==> src/logic/pcicap_pkg.sv <==
// Constants and types shared by the configuration access port
package pcicap_pkg;

  // I/O port addresses of the two dword registers
  localparam logic [15:0] PCICAP_SEL_PORT = 16'h0CF8;
  localparam logic [15:0] PCICAP_DATA_PORT = 16'h0CFC;

  // Target selector layout
  localparam int PCICAP_EN_BIT = 31;
  localparam int PCICAP_BUS_HI = 23;
  localparam int PCICAP_BUS_LO = 16;
  localparam int PCICAP_DEV_HI = 15;
  localparam int PCICAP_DEV_LO = 11;
  localparam int PCICAP_FUNC_HI = 10;
  localparam int PCICAP_FUNC_LO = 8;
  localparam int PCICAP_REG_HI = 7;
  localparam int PCICAP_REG_LO = 2;
  localparam logic [31:0] PCICAP_SEL_MASK = 32'hFFFF_FFFC;
  localparam logic [31:0] PCICAP_SEL_RESET = 32'h0000_0000;

  // Byte lane patterns
  localparam logic [3:0] PCICAP_BE_ALL = 4'hF;
  localparam logic [3:0] PCICAP_BE_NONE = 4'h0;
  localparam logic [31:0] PCICAP_DATA_RESET = 32'h0000_0000;

  typedef enum logic [1:0] {
    PCICAP_IDLE,
    PCICAP_FWD,
    PCICAP_CFG
  } pcicap_state_e;

endpackage : pcicap_pkg

==> src/logic/pcicap_xfer_if.sv <==
// Request and answer channel between the port logic and a transfer engine
`timescale 1ns/1ps
interface pcicap_xfer_if;
  logic req;
  logic write;
  logic [31:0] addr;
  logic [3:0] be;
  logic [31:0] wdata;
  logic [31:0] rdata;
  logic ack;

  modport initiator (
    output req,
    output write,
    output addr,
    output be,
    output wdata,
    input rdata,
    input ack
  );

  modport target (
    input req,
    input write,
    input addr,
    input be,
    input wdata,
    output rdata,
    output ack
  );
endinterface : pcicap_xfer_if

==> src/logic/pcicap_port.sv <==
// Host I/O port pair that turns data-window accesses into config cycles
`timescale 1ns/1ps
// Summary of operation
// RULE1: Selector register at I/O 0CF8h and data window at I/O 0CFCh.
// RULE2: Data-window access after selector write runs the config transfer.
// RULE3: Data-window byte enables pick which config bytes are accessed.
// RULE4: Only full dword accesses with all lanes reach the selector.
// RULE5: Byte or word selector-port accesses go out as ordinary I/O.
// RULE6: Bus number comes from selector bits 23 to 16.
// RULE7: Device number comes from selector bits 15 to 11.
// RULE8: Function number comes from selector bits 10 to 8.
// RULE9: Register index comes from selector bits 7 to 2.
// RULE10: Only the boot processor should issue configuration accesses.
// RULE11: Config cycles start only while selector bit 31 is set.
// RULE12: Selector bits 1 and 0 are ignored and read back as zero.
module pcicap_port
  import pcicap_pkg::*;
(
  // Clock and reset
  input wire logic ref_clk,
  input wire logic nrst,
  // Host I/O request
  input wire logic io_req,
  input wire logic io_write,
  input wire logic [15:0] io_addr,
  input wire logic [3:0] io_be,
  input wire logic [31:0] io_wdata,
  // Host I/O answer
  output logic io_ready,
  output logic io_ack,
  output logic [31:0] io_rdata,
  // Ordinary I/O forwarded to the rest of the system
  output logic fwd_req,
  output logic fwd_write,
  output logic [15:0] fwd_addr,
  output logic [3:0] fwd_be,
  output logic [31:0] fwd_wdata,
  input wire logic [31:0] fwd_rdata,
  input wire logic fwd_ack,
  // Configuration cycle to the targets
  output logic cfg_req,
  output logic cfg_write,
  output logic [7:0] cfg_bus,
  output logic [4:0] cfg_dev,
  output logic [2:0] cfg_func,
  output logic [5:0] cfg_reg,
  output logic [3:0] cfg_be,
  output logic [31:0] cfg_wdata,
  input wire logic [31:0] cfg_rdata,
  input wire logic cfg_ack,
  // Selector state for observation
  output logic [31:0] target_select
);

  pcicap_state_e state;
  pcicap_state_e next_state;

  logic [31:0] config_target_select;
  logic [31:0] next_io_rdata;
  logic next_io_ack;

  pcicap_xfer_if fwd_if ();
  pcicap_xfer_if cfg_if ();

  // Decode of the incoming request
  wire logic io_take = io_req && io_ready;
  wire logic at_sel = io_addr[15:2] == PCICAP_SEL_PORT[15:2]; // RULE1
  wire logic at_data = io_addr[15:2] == PCICAP_DATA_PORT[15:2]; // RULE1
  wire logic full_dword = io_be == PCICAP_BE_ALL;
  wire logic sel_enabled = config_target_select[PCICAP_EN_BIT];
  wire logic sel_hit = at_sel && full_dword; // RULE4 RULE5
  wire logic data_hit = at_data && sel_enabled; // RULE2 RULE11
  wire logic no_lanes = io_be == PCICAP_BE_NONE;

  wire logic sel_write = io_take && sel_hit && io_write;
  wire logic start_cfg = io_take && data_hit && !no_lanes; // RULE2
  wire logic start_fwd = io_take && !sel_hit && !data_hit; // RULE5 RULE11

  // Selector fields that form the configuration address
  wire logic [7:0] sel_bus =
    config_target_select[PCICAP_BUS_HI:PCICAP_BUS_LO]; // RULE6
  wire logic [4:0] sel_dev =
    config_target_select[PCICAP_DEV_HI:PCICAP_DEV_LO]; // RULE7
  wire logic [2:0] sel_func =
    config_target_select[PCICAP_FUNC_HI:PCICAP_FUNC_LO]; // RULE8
  wire logic [5:0] sel_reg =
    config_target_select[PCICAP_REG_HI:PCICAP_REG_LO]; // RULE9
  wire logic [31:0] cfg_addr =
    {sel_enabled, 7'h00, sel_bus, sel_dev, sel_func, sel_reg, 2'h0};

  // Low selector bits are never stored, so a readback shows them as zero
  wire logic [31:0] sel_rd = config_target_select & PCICAP_SEL_MASK; // RULE12

  // Lanes the host did not enable read back as zero
  wire logic [31:0] lane_mask = {{8{cfg_be[3]}}, {8{cfg_be[2]}},
                                 {8{cfg_be[1]}}, {8{cfg_be[0]}}};

  logic fwd_done;
  logic [31:0] fwd_done_rdata;
  logic cfg_done;
  logic [31:0] cfg_done_rdata;

  pcicap_xfer u_fwd (
    .ref_clk(ref_clk),
    .nrst(nrst),
    .start(start_fwd),
    .start_write(io_write),
    .start_addr({16'h0000, io_addr}),
    .start_be(io_be),
    .start_wdata(io_wdata),
    .done(fwd_done),
    .done_rdata(fwd_done_rdata),
    .bus(fwd_if.initiator)
  );

  pcicap_xfer u_cfg (
    .ref_clk(ref_clk),
    .nrst(nrst),
    .start(start_cfg),
    .start_write(io_write),
    .start_addr(cfg_addr),
    .start_be(io_be), // RULE3
    .start_wdata(io_wdata),
    .done(cfg_done),
    .done_rdata(cfg_done_rdata),
    .bus(cfg_if.initiator)
  );

  // Forwarded I/O pins
  assign fwd_req = fwd_if.req;
  assign fwd_write = fwd_if.write;
  assign fwd_addr = fwd_if.addr[15:0];
  assign fwd_be = fwd_if.be;
  assign fwd_wdata = fwd_if.wdata;
  assign fwd_if.rdata = fwd_rdata;
  assign fwd_if.ack = fwd_ack;

  // Configuration pins
  assign cfg_req = cfg_if.req;
  assign cfg_write = cfg_if.write;
  assign cfg_bus = cfg_if.addr[PCICAP_BUS_HI:PCICAP_BUS_LO];
  assign cfg_dev = cfg_if.addr[PCICAP_DEV_HI:PCICAP_DEV_LO];
  assign cfg_func = cfg_if.addr[PCICAP_FUNC_HI:PCICAP_FUNC_LO];
  assign cfg_reg = cfg_if.addr[PCICAP_REG_HI:PCICAP_REG_LO];
  assign cfg_be = cfg_if.be; // RULE3
  assign cfg_wdata = cfg_if.wdata;
  assign cfg_if.rdata = cfg_rdata;
  assign cfg_if.ack = cfg_ack;

  // One host access in flight at a time; new requests wait in idle
  assign io_ready = state == PCICAP_IDLE;
  assign target_select = sel_rd;

  always_comb begin
    next_state = state;
    next_io_ack = 1'b0;
    next_io_rdata = io_rdata;
    unique case (state)
      PCICAP_IDLE: begin
        if (io_take) begin
          if (sel_hit) begin
            next_io_ack = 1'b1;
            next_io_rdata = io_write ? io_rdata : sel_rd; // RULE12
          end else if (data_hit && no_lanes) begin
            // No lane enabled: nothing in the target is touched
            next_io_ack = 1'b1; // RULE3
            next_io_rdata = PCICAP_DATA_RESET;
          end else if (data_hit) begin
            next_state = PCICAP_CFG;
          end else begin
            next_state = PCICAP_FWD;
          end
        end
      end
      PCICAP_FWD: begin
        if (fwd_done) begin
          next_state = PCICAP_IDLE;
          next_io_ack = 1'b1;
          next_io_rdata = fwd_write ? io_rdata : fwd_done_rdata;
        end
      end
      PCICAP_CFG: begin
        if (cfg_done) begin
          next_state = PCICAP_IDLE;
          next_io_ack = 1'b1;
          next_io_rdata =
            cfg_write ? io_rdata : (cfg_done_rdata & lane_mask); // RULE3
        end
      end
      // The fourth state code is never entered; recover to idle
      default: next_state = PCICAP_IDLE;
    endcase
  end

  always_ff @(posedge ref_clk or negedge nrst) begin
    if (!nrst) begin
      state <= PCICAP_IDLE;
    end else begin
      state <= next_state;
    end
  end

  always_ff @(posedge ref_clk or negedge nrst) begin
    if (!nrst) begin
      io_ack <= 1'b0;
      io_rdata <= PCICAP_DATA_RESET;
    end else begin
      io_ack <= next_io_ack;
      io_rdata <= next_io_rdata;
    end
  end

  // A write takes every bit but the two alignment bits
  always_ff @(posedge ref_clk or negedge nrst) begin
    if (!nrst) begin
      config_target_select <= PCICAP_SEL_RESET;
    end else if (sel_write) begin
      config_target_select <= io_wdata & PCICAP_SEL_MASK; // RULE4 RULE12
    end
  end

endmodule : pcicap_port

==> src/logic/pcicap_xfer.sv <==
// One outstanding transfer: holds a request until the target answers
`timescale 1ns/1ps
module pcicap_xfer
  import pcicap_pkg::*;
(
  // Clock and reset
  input wire logic ref_clk,
  input wire logic nrst,
  // Start of a transfer from the port logic
  input wire logic start,
  input wire logic start_write,
  input wire logic [31:0] start_addr,
  input wire logic [3:0] start_be,
  input wire logic [31:0] start_wdata,
  // Completion back to the port logic
  output logic done,
  output logic [31:0] done_rdata,
  // Outgoing channel
  pcicap_xfer_if.initiator bus
);

  logic req;
  logic write;
  logic [31:0] addr;
  logic [3:0] be;
  logic [31:0] wdata;

  wire logic take_ack = req && bus.ack;

  assign bus.req = req;
  assign bus.write = write;
  assign bus.addr = addr;
  assign bus.be = be;
  assign bus.wdata = wdata;

  // Start is only issued while idle, so it never overlaps a held request
  always_ff @(posedge ref_clk or negedge nrst) begin
    if (!nrst) begin
      req <= 1'b0;
      write <= 1'b0;
      addr <= PCICAP_SEL_RESET;
      be <= PCICAP_BE_NONE;
      wdata <= PCICAP_DATA_RESET;
    end else if (start) begin
      req <= 1'b1;
      write <= start_write;
      addr <= start_addr;
      be <= start_be;
      wdata <= start_wdata;
    end else if (take_ack) begin
      req <= 1'b0;
    end
  end

  always_ff @(posedge ref_clk or negedge nrst) begin
    if (!nrst) begin
      done <= 1'b0;
      done_rdata <= PCICAP_DATA_RESET;
    end else begin
      done <= take_ack;
      if (take_ack) begin
        done_rdata <= bus.rdata;
      end
    end
  end

endmodule : pcicap_xfer

==> config.mk <==
export PLATFORM = sky130hd
export DESIGN_NAME = pcicap_port
export DESIGN_NICKNAME = d
export VERILOG_FILES = /design/src/logic/pcicap_pkg.sv /design/src/logic/pcicap_xfer_if.sv /design/src/logic/pcicap_port.sv /design/src/logic/pcicap_xfer.sv
export SDC_FILE = /design/constraint.sdc
export NUM_CORES = 1
export LEC_CHECK = 0
export ABC_AREA = 1
export BUFFER_PORTS_ARGS = -buffer_cell sky130_fd_sc_hd__buf_2
export CAP_MARGIN = 20
export CORE_UTILIZATION = 40
export DETAILED_ROUTE_END_ITERATION = 6
export SKIP_CTS_REPAIR_TIMING = 1
export SLEW_MARGIN = 20
export SYNTH_ARGS = -nofsm -noshare
export SYNTH_HDL_FRONTEND = slang
export SYNTH_SLANG_ARGS = --single-unit
==> constraint.sdc <==
create_clock -name ref_clk -period 2.5 [get_ports ref_clk]
set_input_delay 0 -clock ref_clk [delete_from_list [all_inputs] [get_ports ref_clk]]
set_output_delay 0 -clock ref_clk [all_outputs]
set_load 0.05 [all_outputs]
### Word level (Yosys, flattened, before mapping)

Index checks and enable logic that the tools add are counted.

* bitwise gates (word level): 1
* equal/unequal tests: 14
* reduce and logical (&&, ||, !) cells: 22
* muxes and demuxes: 26

Operator list (number)
* $mux W32: 8
* $pmux W32 S3: 1
* $and A32 B32 Y32: 1
* $eq A14 B10 Y1 const B: 2
* $logic_and A1 B1 Y1: 12
* $mux W2: 6
* $mux W1: 9
* $ne A2 B2 Y1 const B: 4
* $reduce_and A8 Y1: 1
* $ne A2 B1 Y1 const B: 3
* $pmux W2 S3: 1
* $reduce_and A5 Y1: 1
* $eq A4 B4 Y1 const B: 1
* $logic_not A4 Y1: 1
* $reduce_bool A2 Y1: 2
* $logic_not A1 Y1: 3
* $ne A3 B1 Y1 const B: 1
* $ne A3 B3 Y1 const B: 1
* $pmux W1 S3: 1
* $reduce_bool A3 Y1: 1
* $eq A2 B1 Y1 const B: 1
* $eq A2 B2 Y1 const B: 1
* $logic_not A2 Y1: 1

* logic and storage cells: 81
* bits in registers: 245
* output and inout bits: 180

### Depth between registers and ports, before layout

Gate-level depths: netlist (run 1).

* depth after elaboration: 7
* depth in mapped cells: 11
* mapped depth without buffers: 9

### Hierarchy

Synthesis (run 1) repeated with hierarchy kept, for this count alone.

* cell total of the unflattened synthesis: 1510
* area, all modules: 12072.8 um^2

By module, submodules not included
* pcicap_xfer: times used 2, area each 3957.5 um^2, cells an instance 437, seq. area each 2577.5 um^2
* pcicap_port: times used 1, area each 4157.7 um^2, cells an instance 636, seq. area each 1626.6 um^2

### Worst setup path after synthesis (run 1)

Ideal clock, no wire load.

* path kind: register -> register
* start: reg state[0]
* end: reg u_cfg.wdata[21] (netlist: u_cfg.bus.wdata[21])
* clock period less this slack: 2.064 ns
* data required time: 2.380 ns
* stages on the path, launching flop included: 10
* slack: 0.436 ns
* arrival: 1.945 ns
* cells stage by stage: dfrtp_1 -> inv_1 -> ha_1 -> inv_1 -> nor3b_2 -> nand2_1 -> buf_2 -> buf_6 -> nand2_1 -> o21ai_2

* cells in the longest elaborated chain, start to end: 4

RTL lines
* start, declared: RTL line pcicap_port.sv:55 `pcicap_state_e state;`
* start signal, assigned: RTL line pcicap_port.sv:199 `state <= next_state;`
* $logic_not A2 Y1: RTL line pcicap_port.sv:151 `assign io_ready = state == PCICAP_IDLE;`
* named net io_ready: RTL line pcicap_port.sv:29 `output logic io_ready,`
* $logic_and A1 B1 Y1: RTL line pcicap_port.sv:66 `wire logic io_take = io_req && io_ready;`
* $logic_and A1 B1 Y1 (2 in a row): RTL line pcicap_port.sv:76 `wire logic start_cfg = io_take && data_hit && !no_lanes;`
* end signal, assigned: RTL line pcicap_xfer.sv:49 `wdata <= start_wdata;`
* end, declared: RTL line pcicap_xfer.sv:26 `logic [31:0] wdata;`

The timed path passes the listed nets, and every way through them passes these cells.
A chain may end at the register's enable or synchronous reset.

### Final worst setup path (run 1)

* start: reg state[0]
* end: reg u_cfg.wdata[25] (netlist: u_cfg.bus.wdata[25])

* cells in the longest elaborated chain, start to end: 4

RTL lines (RTL line)
* $logic_not A2 Y1: pcicap_port.sv:151
* $logic_and A1 B1 Y1: pcicap_port.sv:66
* $logic_and A1 B1 Y1 (2 in a row): pcicap_port.sv:76

Every way passes these cells.

==> results.py, run 1 <==
metrics = {
    "die": {
        "die_h_um": 167,
        "initial_core_util_pct": 40.6,
        "core.rowCount": 60,
        "die-area_sq_mm": 0.0279,
        "ios": 302,
        "core_sq_mm": 0.0268,
        "die_w_um": 167,
    },
    "timing": {
        "finalHoldViolCount": 0,
        "finalCritPeriodShare_pct": 84.1,
        "fin_worst_skew_ps": 9.15,
        "grt_setup_unrepaired": "false",
        "tns_ps": 0,
        "finalMaxSlewViolations": 0,
        "period_needed_ps": 2100,
        "layout_setup_ws_ps": 397,
        "slew_headroom_pct": 55.2,
        "max_freq_ghz": 0.476,
        "setup_violations": 0,
        "tightest_slew_ps": 672,
    },
    "synthesis": {
        "syn_area_per_cell_sq_um": 8.62,
        "yosysSeqAreaShare_pct": 56.3,
        "yosys.cell_types.count": 27,
        "ys_ff_latch": 245,
        "synth_area_leader_cell": "dfrtp_1",
        "synth.area.top_cells": "dfrtp_1 (56%), nand2_1 (16%), o21ai_2 (4.7%)",
        "syn-cell-area_sq_mm": 0.0109,
        "synth_cells": 1263,
        "synth_top_area_share_pct": 56.3,
        "yosysWarnings": 0,
    },
    "routing": {
        "drc": 0,
        "avgViaCountPerCell": 4.91,
        "drtAntennaViolNets": 0,
        "drtIter0Drc": 569,
        "firstDrtPassIters": 6,
        "wl_per_cell_um": 16.3,
        "wl_um": 33000,
        "vias": 9939,
    },
    "critical_path": {
        "r2r_start": "state[0]",
        "crit_path_start_kind": "register",
        "worstReg2RegEnd": "u_cfg.bus.wdata[25]",
        "reg2reg_depth": 8,
        "r2r_slack_ps": 400,
        "cp.arrival_ps": 2500,
        "critPathCaptureType": "register",
        "cp.required_ps": 2890,
        "crit_type": "reg -> reg",
        "cp_max_fo": 109,
    },
    "clock_tree": {
        "cts_tree": "built",
        "worstSkewPairLatency_ps": 530,
        "cts_buffers": 28,
        "path_clk_slew_ps": 60,
        "cts_root_buf": "clkbuf_16",
        "cts_sinks": 245,
        "cts_buffer_depth": 3,
        "cts.htree.levels": 1,
    },
    "grt": {
        "grt_usage_pct": 22.2,
        "grt_start_max_net_pins": 110,
        "grt_pass1_vias": 8979,
        "antenna_found_initial": 0,
        "gr-total-overflow": 0,
        "grt_pass1_wl_um": 49200,
    },
    "finish": {
        "fill_cells": 2461,
        "drive_above_1_share_pct": 26.5,
        "fin_nets": 1786,
        "mostFrequentLayoutCells": "nand2_1 (473), buf_2 (298), dfrtp_1 (245)",
        "seqCellArea_sq_mm": 0.00613,
        "final_common_cell": "nand2_1",
        "area_growth_pct": 35.8,
        "antenna_cells": 0,
        "multi_input_area_sq_mm": 0.00388,
    },
    "place": {
        "place_congestion": 0.878,
        "port_buffers": 299,
        "dp_slack_ps": 501,
        "hpwl_um": 22300,
    },
    "power": {
        "p_total_mw": 15.6,
        "power_density_mw_per_mm2": 1060,
        "peakVddDrop_uv": 679,
        "leakage_nw": 7.94,
    },
    "run_status": {
        "outcome": "finished clean",
    },
    "job": {
        "cap_violations": 0,
    },
    "hold_path": {
        "hold_class": "in -> async",
    },
}
-- cells in the mapped netlist (all sizes together) --
library cell  number
nand2            476
dfrtp            245
o21ai            192
inv              117
nand4             68
nor2              49
clkbuf            42
buf               37
nand3             23
a21oi              4
ha                 4
a22o               2
conb               1
nor2b              1
nor3               1
nor3b              1
-- sequential cells by signal, indices dropped and copies added (netlist names) --
name	flops
io_rdata	32
u_cfg.bus.write	1
state	2
u_cfg.bus.req	1
u_fwd.bus.write	1
u_cfg.bus.be	4
u_fwd.bus.be	4
u_cfg.bus.wdata	32
u_fwd.done_rdata	32
u_fwd.bus.wdata	32
u_fwd.bus.req	1
u_fwd.done	1
u_cfg.bus.addr	22
u_cfg.done_rdata	32
io_ack	1
u_cfg.done	1
u_fwd.bus.addr	16
config_target_select	30
-- metrics by stage --
stage,utilization (%),cell area (sq um),hold WS [ps],instances
after floorplan,-,10900,-296,1264
after global placement,47.2,12600,69.3,1849
after detailed placement,47.2,12600,67.6,1849
after CTS,50.6,13600,-503,1901
after global routing,55.2,14800,107,2023
final,55.2,14800,70.1,2023
-- per-layer routing --
metal / vias up / part of all wire (%) / GRT usage, %
met5: - / 0 / 0
met3: 60 / 6.1 / 4.73
met1: 4748 / 42 / 29.9
li1: 4809 / - / -
met2: 322 / 49 / 36.1
met4: 0 / 2.6 / 6.68
-- logic make-up after synthesis --
group | share of synthesized area [%]
and+or+nand+nor | 23.6
DFF | 56.3
AOI/OAI and AO/OA | 11.2
buffers and inverters | 8.30
adders and majority gates | 0.460
other | 0.0344
-- how the worst max path moves through the flow --
stage	start	to	slack, ps
after detailed placement	state[0]	u_cfg.bus.addr[15]	500
after CTS	state[0]	u_cfg.bus.addr[23]	490
final	state[0]	u_cfg.bus.wdata[25]	400
after global routing	u_cfg.bus.req	u_cfg.done_rdata[0]	290
after floorplan	state[0]	u_cfg.bus.wdata[21]	440
after global placement	state[0]	u_cfg.bus.wdata[26]	570
-- critical path: stages, from the launching register on --
cell     delay, ps
dfrtp_1        410
inv_1          100
ha_2           260
inv_1          100
nor3b_2        290
nand2_4        170
buf_12         240
nand2_1        180
o21ai_2         60
-- report_power, final --
group,internal [mW],leakage (nW),switching [mW]
registers,4.98,3.18,0.575
logic,1.43,4.30,4.64
clock network,2.39,0.463,1.61
total,8.80,7.94,6.83
-- cell type report --
type | instances | area share (%)
Timing Repair Buffer | 445 | 20.2
Tap cell | 341 | 2.89
Inverter | 117 | 2.97
Clock buffer | 44 | 5.90
Sequential cell | 245 | 41.5
Clock inverter | 8 | 0.313
Multi-Input combinational cell | 823 | 26.3
No activity file was read; power rests on OpenSTA's default activity.
==> run 2: changes to the inputs <==
Clock period 2.5 ns to 2.1 ns, I/O delays scaled along.
==> run 2 against run 1 <==
Against the previous run:
- non-clock buffer count increased by 5
- worst hold slack got worse by 54 ps
- die area unchanged
- critical endpoint is now u_cfg.bus.addr[23]
- design area about the same
- global-route usage increased by 0.48 points
- sequential power increased by 20%
- via count decreased by 0.68%
- largest power group unchanged
- total power increased by 19%
- highest routed layer unchanged
- combinational power increased by 19%
- largest cell class unchanged
- clock skew increased by 6.0 ps
==> results.py, run 2 (synthesis gave the netlist of run 1 again) <==
metrics = {
    "critical_path": {
        "crit_path_start_kind": "register",
        "crit_type": "reg -> reg",
        "cp_max_fo": 109,
        "critPathCaptureType": "register",
        "cp.required_ps": 2490,
        "cp.arrival_ps": 2360,
    },
    "routing": {
        "wl_um": 33500,
        "avgViaCountPerCell": 4.88,
        "drtIter0Drc": 630,
        "wl_per_cell_um": 16.6,
        "vias": 9871,
        "drtAntennaViolNets": 0,
        "firstDrtPassIters": 4,
        "drc": 0,
    },
    "grt": {
        "gr-total-overflow": 0,
        "grt_start_max_net_pins": 110,
        "grt_pass1_vias": 9133,
        "grt_usage_pct": 22.7,
        "antenna_found_initial": 0,
        "grt_pass1_wl_um": 50300,
    },
    "finish": {
        "drive_above_1_share_pct": 26.5,
        "area_growth_pct": 35.8,
        "fill_cells": 2463,
        "antenna_cells": 0,
        "final_common_cell": "nand2_1",
        "mostFrequentLayoutCells": "nand2_1 (473), buf_2 (298), dfrtp_1 (245)",
        "fin_nets": 1790,
    },
    "timing": {
        "finalMaxSlewViolations": 0,
        "grt_setup_unrepaired": "false",
        "slew_headroom_pct": 59.3,
        "tns_ps": 0,
        "setup_violations": 0,
        "tightest_slew_ps": 611,
        "timing.hold.ws_ps": 16.0,
        "finalHoldViolCount": 0,
        "finalCritPeriodShare_pct": 94.2,
        "max_freq_ghz": 0.506,
        "period_needed_ps": 1980,
        "fin_worst_skew_ps": 15.1,
    },
    "die": {
        "die_h_um": 167,
        "core_sq_mm": 0.0268,
        "ios": 302,
        "initial_core_util_pct": 40.6,
        "core.rowCount": 60,
        "die-area_sq_mm": 0.0279,
        "die_w_um": 167,
    },
    "job": {
        "cap_violations": 0,
    },
    "power": {
        "power_density_mw_per_mm2": 1260,
        "pwr-share-comb_pct": 38.8,
        "netSwitchingFraction_pct": 43.5,
        "p_int_mw": 10.5,
        "p_total_mw": 18.6,
        "net-switching-power_mw": 8.08,
        "pwr-share-seq_pct": 35.8,
        "leakage_nw": 7.93,
        "clkPwrFrac_pct": 25.4,
        "peakVddDrop_uv": 1010,
    },
    "hold_path": {
        "hold_class": "in -> async",
    },
    "clock_tree": {
        "cts_tree": "built",
        "cts_root_buf": "clkbuf_16",
        "cts_buffers": 27,
        "cts.htree.levels": 1,
        "cts_sinks": 245,
        "path_clk_slew_ps": 60,
        "cts_buffer_depth": 3,
        "worstSkewPairLatency_ps": 530,
    },
    "place": {
        "place_congestion": 0.846,
        "port_buffers": 299,
        "hpwl_um": 22700,
    },
    "run_status": {
        "outcome": "finished clean",
    },
}
==> run 2: power by group through the flow <==
stage | clock, mW | combinational [mW] | sequential (mW)
4_1_cts | 4.82 | 7.06 | 6.64
5_1_grt | 5.01 | 7.76 | 6.79
3_3_place_gp | 0 | 6.96 | 6.68
6_report | 4.72 | 7.20 | 6.65
2_1_floorplan | 0 | 2.24 | 9.52
3_5_place_dp | 0 | 7.05 | 6.70
==> run 2: routing by layer <==
layer  vias to the layer above  global-route usage (%)  routed length [um]
li1                       4819                       -                   -
met1                      4713                    30.1               14400
met5                         -                       0                   0
met3                        56                    4.09                1690
met4                         0                    5.43                 789
met2                       283                    38.5               16600
==> run 2: cell type report <==
| cell class | instances | area (sq um) | area share (%) |
|---|---|---|---|
| tap | 341 | 427 | 2.89 |
| clock inverter | 4 | 50.0 | 0.339 |
| sequential | 245 | 6130 | 41.5 |
| timing repair buffer | 450 | 3010 | 20.4 |
| multi-input combinational | 823 | 3880 | 26.3 |
| clock buffer | 42 | 842 | 5.70 |
| inverter | 117 | 439 | 2.97 |
==> run 2: path summary, 6_finish.rpt <==
path	endpoint	from	cells past startpoint	slack, ps
setup reg to reg	u_cfg.bus.addr[23]	state[1]	8	120
min in group ref_clk	u_fwd.done_rdata[9]	fwd_rdata[9]	4	210
hold / removal	u_fwd.bus.wdata[18]	nrst	2	20
setup / recovery	u_cfg.bus.addr[23]	state[1]	8	120
max in group asynchronous	u_fwd.done_rdata[22]	nrst	3	1290
hold reg to reg	u_fwd.bus.addr[12]	u_fwd.bus.addr[12]	2	470
==> run 2: worst max-delay path: stages (launching register included) <==
cell and delay (ps):
dfrtp_1 410, inv_1 110, ha_2 270, inv_1 100
nor3b_2 300, nand2_4 90, buf_12 250, nand2_1 160
o21ai_2 60
==> run 2: stage by stage <==
stage                     instances  setup WS, ps  util, %  cell area [sq um]
after global routing           2022          4.73     55.2              14800
after CTS                      1899           174     50.6              13600
final                          2022           123     55.2              14800
after global placement         1853           297     47.2              12700
after floorplan                1264          35.5        -              10900
after detailed placement       1853           193     47.2              12700
